--- src/verilog/tap_decode_pkg.sv ---
// Package: opcodes, timing, carrier structs for the TAP instruction decoder
package tap_decode_pkg;
    localparam int          IR_WIDTH          = 6;
    localparam int          ID_WIDTH          = 32;
    localparam int          SYNC_STAGES       = 2;
    localparam logic [5:0]  OP_IDCODE         = 6'h01;
    localparam logic [5:0]  OP_HIGHZ          = 6'h09;
    localparam logic [5:0]  OP_FACT_DEBUG     = 6'h0A;
    localparam logic [5:0]  OP_CLAMP          = 6'h0C;
    localparam logic [5:0]  OP_DBG_CTRL       = 6'h0E;
    localparam logic [5:0]  OP_DBG_PINCTRL    = 6'h0F;
    localparam logic [5:0]  OP_AUX_LO         = 6'h20;
    localparam logic [5:0]  OP_AUX_HI         = 6'h3E;
    localparam logic [5:0]  OP_AUX_TRACE      = 6'h21;
    localparam logic [5:0]  OP_FACT_TEST      = 6'h25;
    localparam logic [5:0]  OP_AUX_CHALRESP   = 6'h26;
    localparam logic [5:0]  OP_AUX_SECCORE    = 6'h27;
    localparam logic [5:0]  OP_AUX_CORE0      = 6'h28;
    localparam logic [5:0]  OP_AUX_CORE1      = 6'h29;
    localparam logic [5:0]  OP_AUX_CORE2      = 6'h2A;
    localparam logic [5:0]  OP_AUX_TIMER      = 6'h33;
    localparam logic [5:0]  OP_AUX_BUSMON0    = 6'h34;
    localparam logic [5:0]  OP_AUX_BUSMON1    = 6'h35;
    localparam logic [5:0]  OP_AUX_SEQUNIT    = 6'h3A;
    localparam logic [5:0]  OP_AUX_PARALLEL   = 6'h3F - 6'h03;
    localparam logic [5:0]  OP_BYPASS         = 6'h3F;
    // Neutral identification value, arbitrary
    localparam logic [31:0] ID_VALUE_DEFAULT  = 32'h1234_5001;

    // Auxiliary owners, one bit each
    localparam int          AUX_COUNT         = 11;
    localparam int          AUX_TRACE         = 0;
    localparam int          AUX_CHALRESP      = 1;
    localparam int          AUX_SECCORE       = 2;
    localparam int          AUX_CORE0         = 3;
    localparam int          AUX_CORE1         = 4;
    localparam int          AUX_CORE2         = 5;
    localparam int          AUX_TIMER         = 6;
    localparam int          AUX_BUSMON0       = 7;
    localparam int          AUX_BUSMON1       = 8;
    localparam int          AUX_SEQUNIT       = 9;
    localparam int          AUX_ALLCORES      = 10;

    typedef enum logic [15:0] {
        TS_RESET      = 16'h0001,
        TS_IDLE       = 16'h0002,
        TS_SEL_DR     = 16'h0004,
        TS_CAP_DR     = 16'h0008,
        TS_SHIFT_DR   = 16'h0010,
        TS_EXIT1_DR   = 16'h0020,
        TS_PAUSE_DR   = 16'h0040,
        TS_EXIT2_DR   = 16'h0080,
        TS_UPD_DR     = 16'h0100,
        TS_SEL_IR     = 16'h0200,
        TS_CAP_IR     = 16'h0400,
        TS_SHIFT_IR   = 16'h0800,
        TS_EXIT1_IR   = 16'h1000,
        TS_PAUSE_IR   = 16'h2000,
        TS_EXIT2_IR   = 16'h4000,
        TS_UPD_IR     = 16'h8000
    } tap_state_t;

    // Decoded path selection
    typedef struct packed {
        logic                 sel_bypass;
        logic                 sel_idcode;
        logic                 sel_dbg_ctrl;
        logic                 sel_dbg_pinctrl;
        logic                 pins_clamp;
        logic                 pins_highz;
        logic                 func_reset;
        logic [AUX_COUNT-1:0] aux_grant;
    } decode_t;

    // Synchronised test pins
    typedef struct packed {
        logic tck;
        logic tms;
        logic tdi;
    } tap_pins_t;
endpackage

--- src/verilog/tap_instruction_decoder.sv ---
// TAP controller with instruction decode and path selection
// Summary of operation
// Instruction register holds a six-bit opcode choosing the data path.
// Clamp opcode: bypass path, preloaded values on pins, functional reset held.
// High-impedance opcode: bypass path, all outputs floated, functional reset held.
// Debug-interface control opcode selects that control register for scanning.
// Debug-interface pin-control opcode selects that register for scanning.
// Upper opcode half is the auxiliary group; defined codes hand over ownership.
// Trace opcode grants ownership to the power-domain trace controller.
// Challenge-response opcode grants ownership to the security challenge controller.
// Security-core opcode grants ownership to the security module core controller.
// Three core opcodes grant ownership to core 0, 1 and 2 debug.
// Timer opcode grants ownership to the timer module controller.
// Two bus-monitor opcodes grant ownership to monitor clients 0 and 1.
// Sequence-unit opcode grants ownership to the sequence unit controller.
// Parallel opcode grants access to all core debug controllers at once.
// Master uses parallel access only for the synchronous debug exit command.
// Master never loads factory test or factory debug opcodes.
// Bypass opcode places the one-bit bypass register between data in and out.
// Every undefined or reserved opcode decodes to the bypass register.
// Controller reset loads the identification instruction.
// Identification: capture 32-bit value, shift out LSB first, no update action.
// Standard TAP state sequence; new opcode takes effect at Update-IR.
`timescale 1ns/1ps
module tap_instruction_decoder
    import tap_decode_pkg::*;
#(
    parameter logic [ID_WIDTH-1:0] ID_VALUE = ID_VALUE_DEFAULT
) (
    // Clock and reset
    input  wire logic                 i_mclk,
    input  wire logic                 i_rst,
    // Test access pins
    input  wire logic                 i_tck,
    input  wire logic                 i_tms,
    input  wire logic                 i_tdi,
    output logic                      o_tdo,
    output logic                      o_tdo_oe_n,
    // Scanned registers outside the block
    input  wire logic                 i_dbg_ctrl_tdo,
    input  wire logic                 i_dbg_pinctrl_tdo,
    input  wire logic [AUX_COUNT-1:0] i_aux_tdo,
    // Decoded selection and TAP events
    output decode_t                   o_decode,
    output logic [IR_WIDTH-1:0]       o_opcode,
    output logic                      o_capture_dr,
    output logic                      o_shift_dr,
    output logic                      o_update_dr
);
    function automatic decode_t decode_op(input logic [IR_WIDTH-1:0] op);
        decode_t d;
        d = '0;
        case (op)
            OP_IDCODE:       d.sel_idcode = 1'b1;
            OP_CLAMP: begin
                d.sel_bypass = 1'b1;
                d.pins_clamp = 1'b1;
                d.func_reset = 1'b1;
            end
            OP_HIGHZ: begin
                d.sel_bypass = 1'b1;
                d.pins_highz = 1'b1;
                d.func_reset = 1'b1;
            end
            OP_DBG_CTRL:     d.sel_dbg_ctrl = 1'b1;
            OP_DBG_PINCTRL:  d.sel_dbg_pinctrl = 1'b1;
            OP_AUX_TRACE:    d.aux_grant[AUX_TRACE] = 1'b1;
            OP_AUX_CHALRESP: d.aux_grant[AUX_CHALRESP] = 1'b1;
            OP_AUX_SECCORE:  d.aux_grant[AUX_SECCORE] = 1'b1;
            OP_AUX_CORE0:    d.aux_grant[AUX_CORE0] = 1'b1;
            OP_AUX_CORE1:    d.aux_grant[AUX_CORE1] = 1'b1;
            OP_AUX_CORE2:    d.aux_grant[AUX_CORE2] = 1'b1;
            OP_AUX_TIMER:    d.aux_grant[AUX_TIMER] = 1'b1;
            OP_AUX_BUSMON0:  d.aux_grant[AUX_BUSMON0] = 1'b1;
            OP_AUX_BUSMON1:  d.aux_grant[AUX_BUSMON1] = 1'b1;
            OP_AUX_SEQUNIT:  d.aux_grant[AUX_SEQUNIT] = 1'b1;
            OP_AUX_PARALLEL: d.aux_grant[AUX_ALLCORES] = 1'b1;
            // Reserved aux codes, factory codes and the rest fall to bypass
            default:         d.sel_bypass = 1'b1;
        endcase
        return d;
    endfunction

    typedef struct packed {
        tap_state_t            tap;
        logic                  tck_prev;
        logic [IR_WIDTH-1:0]   ir_shift;
        logic [IR_WIDTH-1:0]   ir;
        logic [ID_WIDTH-1:0]   dr_shift;
        logic                  bypass;
        logic                  tdo;
        logic                  tdo_oe_n;
    } core_state_t;

    tap_pins_t   pins_raw;
    tap_pins_t   pins_sync;
    core_state_t state_reg;
    core_state_t state_next;
    logic        tck_rise;
    logic        tck_fall;
    decode_t     dec;

    assign pins_raw = '{tck: i_tck, tms: i_tms, tdi: i_tdi};

    tap_pin_sync u_sync (
        .i_mclk (i_mclk),
        .i_rst  (i_rst),
        .i_pins (pins_raw),
        .o_pins (pins_sync)
    );

    // Edges found on the synchronised test clock only
    assign tck_rise = pins_sync.tck & ~state_reg.tck_prev;
    assign tck_fall = ~pins_sync.tck & state_reg.tck_prev;
    assign dec      = decode_op(state_reg.ir);

    function automatic tap_state_t next_tap(input tap_state_t s, input logic tms);
        case (s)
            TS_RESET:    next_tap = tms ? TS_RESET   : TS_IDLE;
            TS_IDLE:     next_tap = tms ? TS_SEL_DR  : TS_IDLE;
            TS_SEL_DR:   next_tap = tms ? TS_SEL_IR  : TS_CAP_DR;
            TS_CAP_DR:   next_tap = tms ? TS_EXIT1_DR : TS_SHIFT_DR;
            TS_SHIFT_DR: next_tap = tms ? TS_EXIT1_DR : TS_SHIFT_DR;
            TS_EXIT1_DR: next_tap = tms ? TS_UPD_DR  : TS_PAUSE_DR;
            TS_PAUSE_DR: next_tap = tms ? TS_EXIT2_DR : TS_PAUSE_DR;
            TS_EXIT2_DR: next_tap = tms ? TS_UPD_DR  : TS_SHIFT_DR;
            TS_UPD_DR:   next_tap = tms ? TS_SEL_DR  : TS_IDLE;
            TS_SEL_IR:   next_tap = tms ? TS_RESET   : TS_CAP_IR;
            TS_CAP_IR:   next_tap = tms ? TS_EXIT1_IR : TS_SHIFT_IR;
            TS_SHIFT_IR: next_tap = tms ? TS_EXIT1_IR : TS_SHIFT_IR;
            TS_EXIT1_IR: next_tap = tms ? TS_UPD_IR  : TS_PAUSE_IR;
            TS_PAUSE_IR: next_tap = tms ? TS_EXIT2_IR : TS_PAUSE_IR;
            TS_EXIT2_IR: next_tap = tms ? TS_UPD_IR  : TS_SHIFT_IR;
            TS_UPD_IR:   next_tap = tms ? TS_SEL_DR  : TS_IDLE;
            default:     next_tap = TS_RESET;
        endcase
    endfunction

    always_comb begin
        logic sel_tdo;
        sel_tdo    = 1'b0;
        state_next = state_reg;
        state_next.tck_prev = pins_sync.tck;
        // Data-out mux chosen by the active instruction
        if (dec.sel_idcode) begin
            sel_tdo = state_reg.dr_shift[0];
        end else if (dec.sel_dbg_ctrl) begin
            sel_tdo = i_dbg_ctrl_tdo;
        end else if (dec.sel_dbg_pinctrl) begin
            sel_tdo = i_dbg_pinctrl_tdo;
        end else if (|dec.aux_grant) begin
            sel_tdo = |(dec.aux_grant & i_aux_tdo);
        end else begin
            sel_tdo = state_reg.bypass;
        end
        if (tck_rise) begin
            state_next.tap = next_tap(state_reg.tap, pins_sync.tms);
            case (state_reg.tap)
                TS_RESET: begin
                    state_next.ir = OP_IDCODE;
                end
                TS_CAP_DR: begin
                    state_next.dr_shift = ID_VALUE;
                    state_next.bypass   = 1'b0;
                end
                TS_SHIFT_DR: begin
                    state_next.dr_shift = {pins_sync.tdi, state_reg.dr_shift[ID_WIDTH-1:1]};
                    state_next.bypass   = pins_sync.tdi;
                end
                TS_CAP_IR: begin
                    state_next.ir_shift = {{(IR_WIDTH-1){1'b0}}, 1'b1};
                end
                TS_SHIFT_IR: begin
                    state_next.ir_shift = {pins_sync.tdi, state_reg.ir_shift[IR_WIDTH-1:1]};
                end
                TS_UPD_IR: begin
                    state_next.ir = state_reg.ir_shift;
                end
                default: begin
                end
            endcase
        end
        // Data out changes on the falling test clock
        if (tck_fall) begin
            case (state_reg.tap)
                TS_SHIFT_DR: begin
                    state_next.tdo      = sel_tdo;
                    state_next.tdo_oe_n = 1'b0;
                end
                TS_SHIFT_IR: begin
                    state_next.tdo      = state_reg.ir_shift[0];
                    state_next.tdo_oe_n = 1'b0;
                end
                default: begin
                    state_next.tdo_oe_n = 1'b1;
                end
            endcase
        end
    end

    always_ff @(posedge i_mclk) begin
        if (i_rst) begin
            state_reg          <= '0;
            state_reg.tap      <= TS_RESET;
            state_reg.ir       <= OP_IDCODE;
            state_reg.tdo_oe_n <= 1'b1;
        end else begin
            state_reg <= state_next;
        end
    end

    assign o_tdo        = state_reg.tdo;
    assign o_tdo_oe_n   = state_reg.tdo_oe_n;
    assign o_decode     = dec;
    assign o_opcode     = state_reg.ir;
    assign o_capture_dr = tck_rise && (state_reg.tap == TS_CAP_DR);
    assign o_shift_dr   = tck_rise && (state_reg.tap == TS_SHIFT_DR);
    assign o_update_dr  = tck_rise && (state_reg.tap == TS_UPD_DR);
endmodule

--- src/verilog/tap_pin_sync.sv ---
// Two-flop synchroniser for the test pins
`timescale 1ns/1ps
module tap_pin_sync
    import tap_decode_pkg::*;
(
    // Clock and reset
    input  wire logic      i_mclk,
    input  wire logic      i_rst,
    // Raw and synchronised pins
    input  wire tap_pins_t i_pins,
    output tap_pins_t      o_pins
);
    typedef struct packed {
        tap_pins_t stage1;
        tap_pins_t stage2;
    } sync_state_t;

    sync_state_t state_reg;
    sync_state_t state_next;

    always_comb begin
        state_next        = state_reg;
        state_next.stage1 = i_pins;
        state_next.stage2 = state_reg.stage1;
    end

    always_ff @(posedge i_mclk) begin
        if (i_rst) begin
            state_reg <= '0;
        end else begin
            state_reg <= state_next;
        end
    end

    assign o_pins = state_reg.stage2;
endmodule
--- config.mk ---
export PLATFORM = sky130hd
export DESIGN_NAME = tap_instruction_decoder
export DESIGN_NICKNAME = d
export VERILOG_FILES = /design/src/verilog/tap_decode_pkg.sv /design/src/verilog/tap_instruction_decoder.sv /design/src/verilog/tap_pin_sync.sv
export SDC_FILE = /design/constraint.sdc
export NUM_CORES = 1
export LEC_CHECK = 0
export ABC_AREA = 0
export ABC_CLOCK_PERIOD_IN_PS = 2210
export BUFFER_PORTS_ARGS = -buffer_cell sky130_fd_sc_hd__buf_2
export CORE_MARGIN = 10
export CORE_UTILIZATION = 52
export DETAILED_ROUTE_END_ITERATION = 16
export HOLD_SLACK_MARGIN = 0.1
export PLACE_DENSITY = 0.88
export SYNTH_ARGS = -nofsm -noshare
export SYNTH_HDL_FRONTEND = slang
export SYNTH_SLANG_ARGS = --single-unit
--- constraint.sdc ---
create_clock -name i_mclk -period 2.21 [get_ports i_mclk]
set_input_delay 0.5525 -clock i_mclk [delete_from_list [all_inputs] [get_ports i_mclk]]
set_output_delay 0.5525 -clock i_mclk [all_outputs]
set_load 0.01 [all_outputs]
==> impl_metrics.py <==
metrics = {
    "outcome": {
        "run_status": "finished, violations left",
        "violations": "setup timing",
    },
    "synth": {
        "synth-edff-count": 0,
        "syn_area_um2": 3430,
        "synth_top_area_cell": "dfxtp_1",
        "ys_seq_area_frac": 0.402,
        "synthCells": 409,
        "yosys_warnings": 0,
        "yosys_register_bits": 69,
        "synthArstFlopShare": 0,
        "syn_area_per_cell_um2": 8.39,
        "synth_top_area_share": 0.402,
        "dominantRegCellSynth": "dfxtp_1",
        "syn-num-nets": 427,
        "yosysUniqueCellTypes": 58,
        "synth_area_leaders": "dfxtp_1 40%, nor2_1 6.7%, a22oi_1 5.7%",
    },
    "critical_path": {
        "crit_path_cell_trace": "nor4_4, buf_4, nand4b_1, nor2_2, buf_2",
        "arrival_ps": 1800,
        "path_max_fanout": 5,
        "crit_type": "flip-flop to output pin",
        "crit_slowest_cell": "nor4_4",
        "path_buf_inv": 2,
        "max_stage_delay_ps": 380,
        "cp_top_family": "simple AND/OR/NAND/NOR gates",
        "required_ps": 1660,
        "cp-end-kind": "output pin",
        "cp-start-kind": "flip-flop",
    },
    "cts": {
        "clock-root-buffer": "clkbuf_8",
        "clk_transition_reported_paths_ps": 80,
        "ctsHoldBuffers": 0,
        "clock_sinks": 69,
        "cts_max_level": 3,
        "clkLatencyLatePin_ps": 340,
        "cts_buffers": 9,
        "cts_tree": "built",
        "cts_max_path_buffers": 2,
    },
    "layout": {
        "fin_util": 0.688,
        "final_nets": 507,
        "synthToLayoutAreaGrowth_pct": 28.0,
        "drive_above_1_share": 0.356,
        "largest_reg_flops": 55,
        "antennaDiodeCount": 0,
    },
    "sta": {
        "fin_worst_skew_ps": 10.2,
        "period_needed_ps": 2350,
        "fmax_mhz": 425,
        "setup_viol": 3,
        "hold_viol": 0,
        "worst_slew_pin_slew_ps": 526,
        "slew_violations": 0,
        "layout_setup_ws_ps": -142,
        "timing.final.crit_share": 1.06,
        "rsz0062_at_grt": "yes",
        "slew_headroom": 0.645,
    },
    "floorplan": {
        "die_h_um": 101,
        "rows": 29,
        "fp.dieW_um": 101,
        "core_region_area_um2": 6390,
        "ioPinCount": 47,
        "die_area_um2": 10200,
        "initial_core_util": 0.537,
    },
    "detailed_routing": {
        "drc": 0,
        "num_vias": 3572,
        "first_pass_iters": 6,
        "drtIter0Drc": 328,
        "viasPerCell": 6.26,
        "drt-total-wl_um": 10400,
        "ant_nets": 0,
        "wl_per_cell_um": 18.3,
    },
    "global_routing": {
        "overflow": 0,
        "antenna_found_initial": 0,
        "grt_max_degree": 38,
        "grt_usage": 0.178,
        "grt_pass1_vias": 3227,
        "grt_pass1_wl_um": 15400,
    },
    "pwr": {
        "cellPowerDensity_nw_per_um2": 586,
        "total_power_w": 0.00257,
        "p_leak_nw": 1.75,
        "peakVddDrop_mv": 0.691,
    },
    "placed_design": {
        "routabilityCongestion": 0.893,
        "dp_hpwl_um": 6440,
        "port_buffers": 46,
        "pre_cts_ws_ps": 142,
    },
    "min_path": {
        "min_path_type": "input pin to flip-flop",
    },
    "job": {
        "drv_cap": 0,
    },
}
-- stage by stage --
step	cells	TNS, ps	hold WS (ps)	area (µm²)
after detailed placement	528	0	421	3810
final	571	-247	413	4390
after global routing	571	-641	432	4390
after CTS	557	-167	410	4210
after global placement	528	0	418	3810
after floorplan	409	0	414	3430
-- synthesized netlist by cell type (all sizes together) (10+ instances only) --
cell type and number:
nand2 31, nor3 24, o21ai 13, buf 19, inv 10, nor2 64, clkbuf 16, a22oi 26
dfxtp 69, nand2b 12, nand3 10, nor4 12, a21oi 20
-- placed cells by master (no fill, tap or decap), types with 4 or more instances in the layout --
cell      count
nand2_1      28
nor2_2        6
o211ai_1      5
a22oi_2       4
inv_1        10
nand4_1       5
o21ai_0      11
buf_2        45
nor3_1       17
buf_4        54
nor2_1       56
nand2b_1      8
dfxtp_4       5
clkbuf_8      9
a22oi_1      22
nor4_4        4
a21oi_1      19
a22o_1        8
nor3_2        7
xnor2_1       5
dfxtp_1      59
nand3_1      10
a31oi_1       4
o31ai_1       4
dfxtp_2       5
nor4_1        6
buf_6         5
nor2b_1       8
-- power by group --
| part | switching, W | leakage, nW | internal (W) |
|---|---|---|---|
| registers | 0.0000110 | 0.563 | 0.00125 |
| clock network | 0.000541 | 0.113 | 0.000655 |
| logic | 0.0000726 | 1.08 | 0.0000471 |
| total | 0.000625 | 1.75 | 0.00195 |
-- final cells by class --
cell class | count | area, µm²
Clock buffer | 9 | 124
Inverter | 11 | 46.3
Timing Repair Buffer | 104 | 687
Fill cell | 436 | 1990
Tap cell | 77 | 96.3
Multi-Input combinational cell | 294 | 1930
Sequential cell | 69 | 1410
Clock inverter | 7 | 105
-- metal layers --
| layer | wire (µm) | track usage | part of all wire | vias up |
|---|---|---|---|---|
| met5 | 0 | 0 | 0 | - |
| met4 | 247 | 0.0547 | 0.024 | 0 |
| met3 | 1090 | 0.0545 | 0.10 | 30 |
| met2 | 4990 | 0.293 | 0.48 | 202 |
| met1 | 4120 | 0.219 | 0.39 | 1709 |
| li1 | - | - | - | 1631 |
-- worst paths after layout --
check / slack (ps) / startpoint / depth (start not counted) / endpoint
max: -140 / state_reg[53]$_SDFFE_PP0P_ / 5 / o_update_dr
min: 410 / i_tdi / 2 / u_sync.state_next[0]$_SDFF_PP0_
min reg2reg: 460 / u_sync.state_next[2]$_SDFF_PP0_ / 1 / u_sync.o_pins[2]$_SDFF_PP0_
max reg2reg: 20 / state_reg[60]$_SDFFE_PP0P_ / 11 / state_reg[16]$_SDFFE_PP0P_
-- cell families (layout without fill, tap and decap cells) --
logic type,after synthesis,after routing,share of synthesized area
AO/OA/AOI/OAI,96,96,0.198
buffers and inverters,46,131,0.0638
AND/OR/NAND/NOR,187,187,0.306
multiplexers,3,3,0.00875
flip-flops,69,69,0.402
XOR/XNOR,8,8,0.0204
-- timing repair --
item / 4_1_cts / 5_1_grt
pin swaps: 11 / 11
resized for setup: 23 / 21
buffers inserted: 13 / 13
endpoints found under the hold margin: 0 / 0
gates cloned: 0 / 1
setup endpoints to repair: 14 / 10
Power figures use the tool's default switching activity.
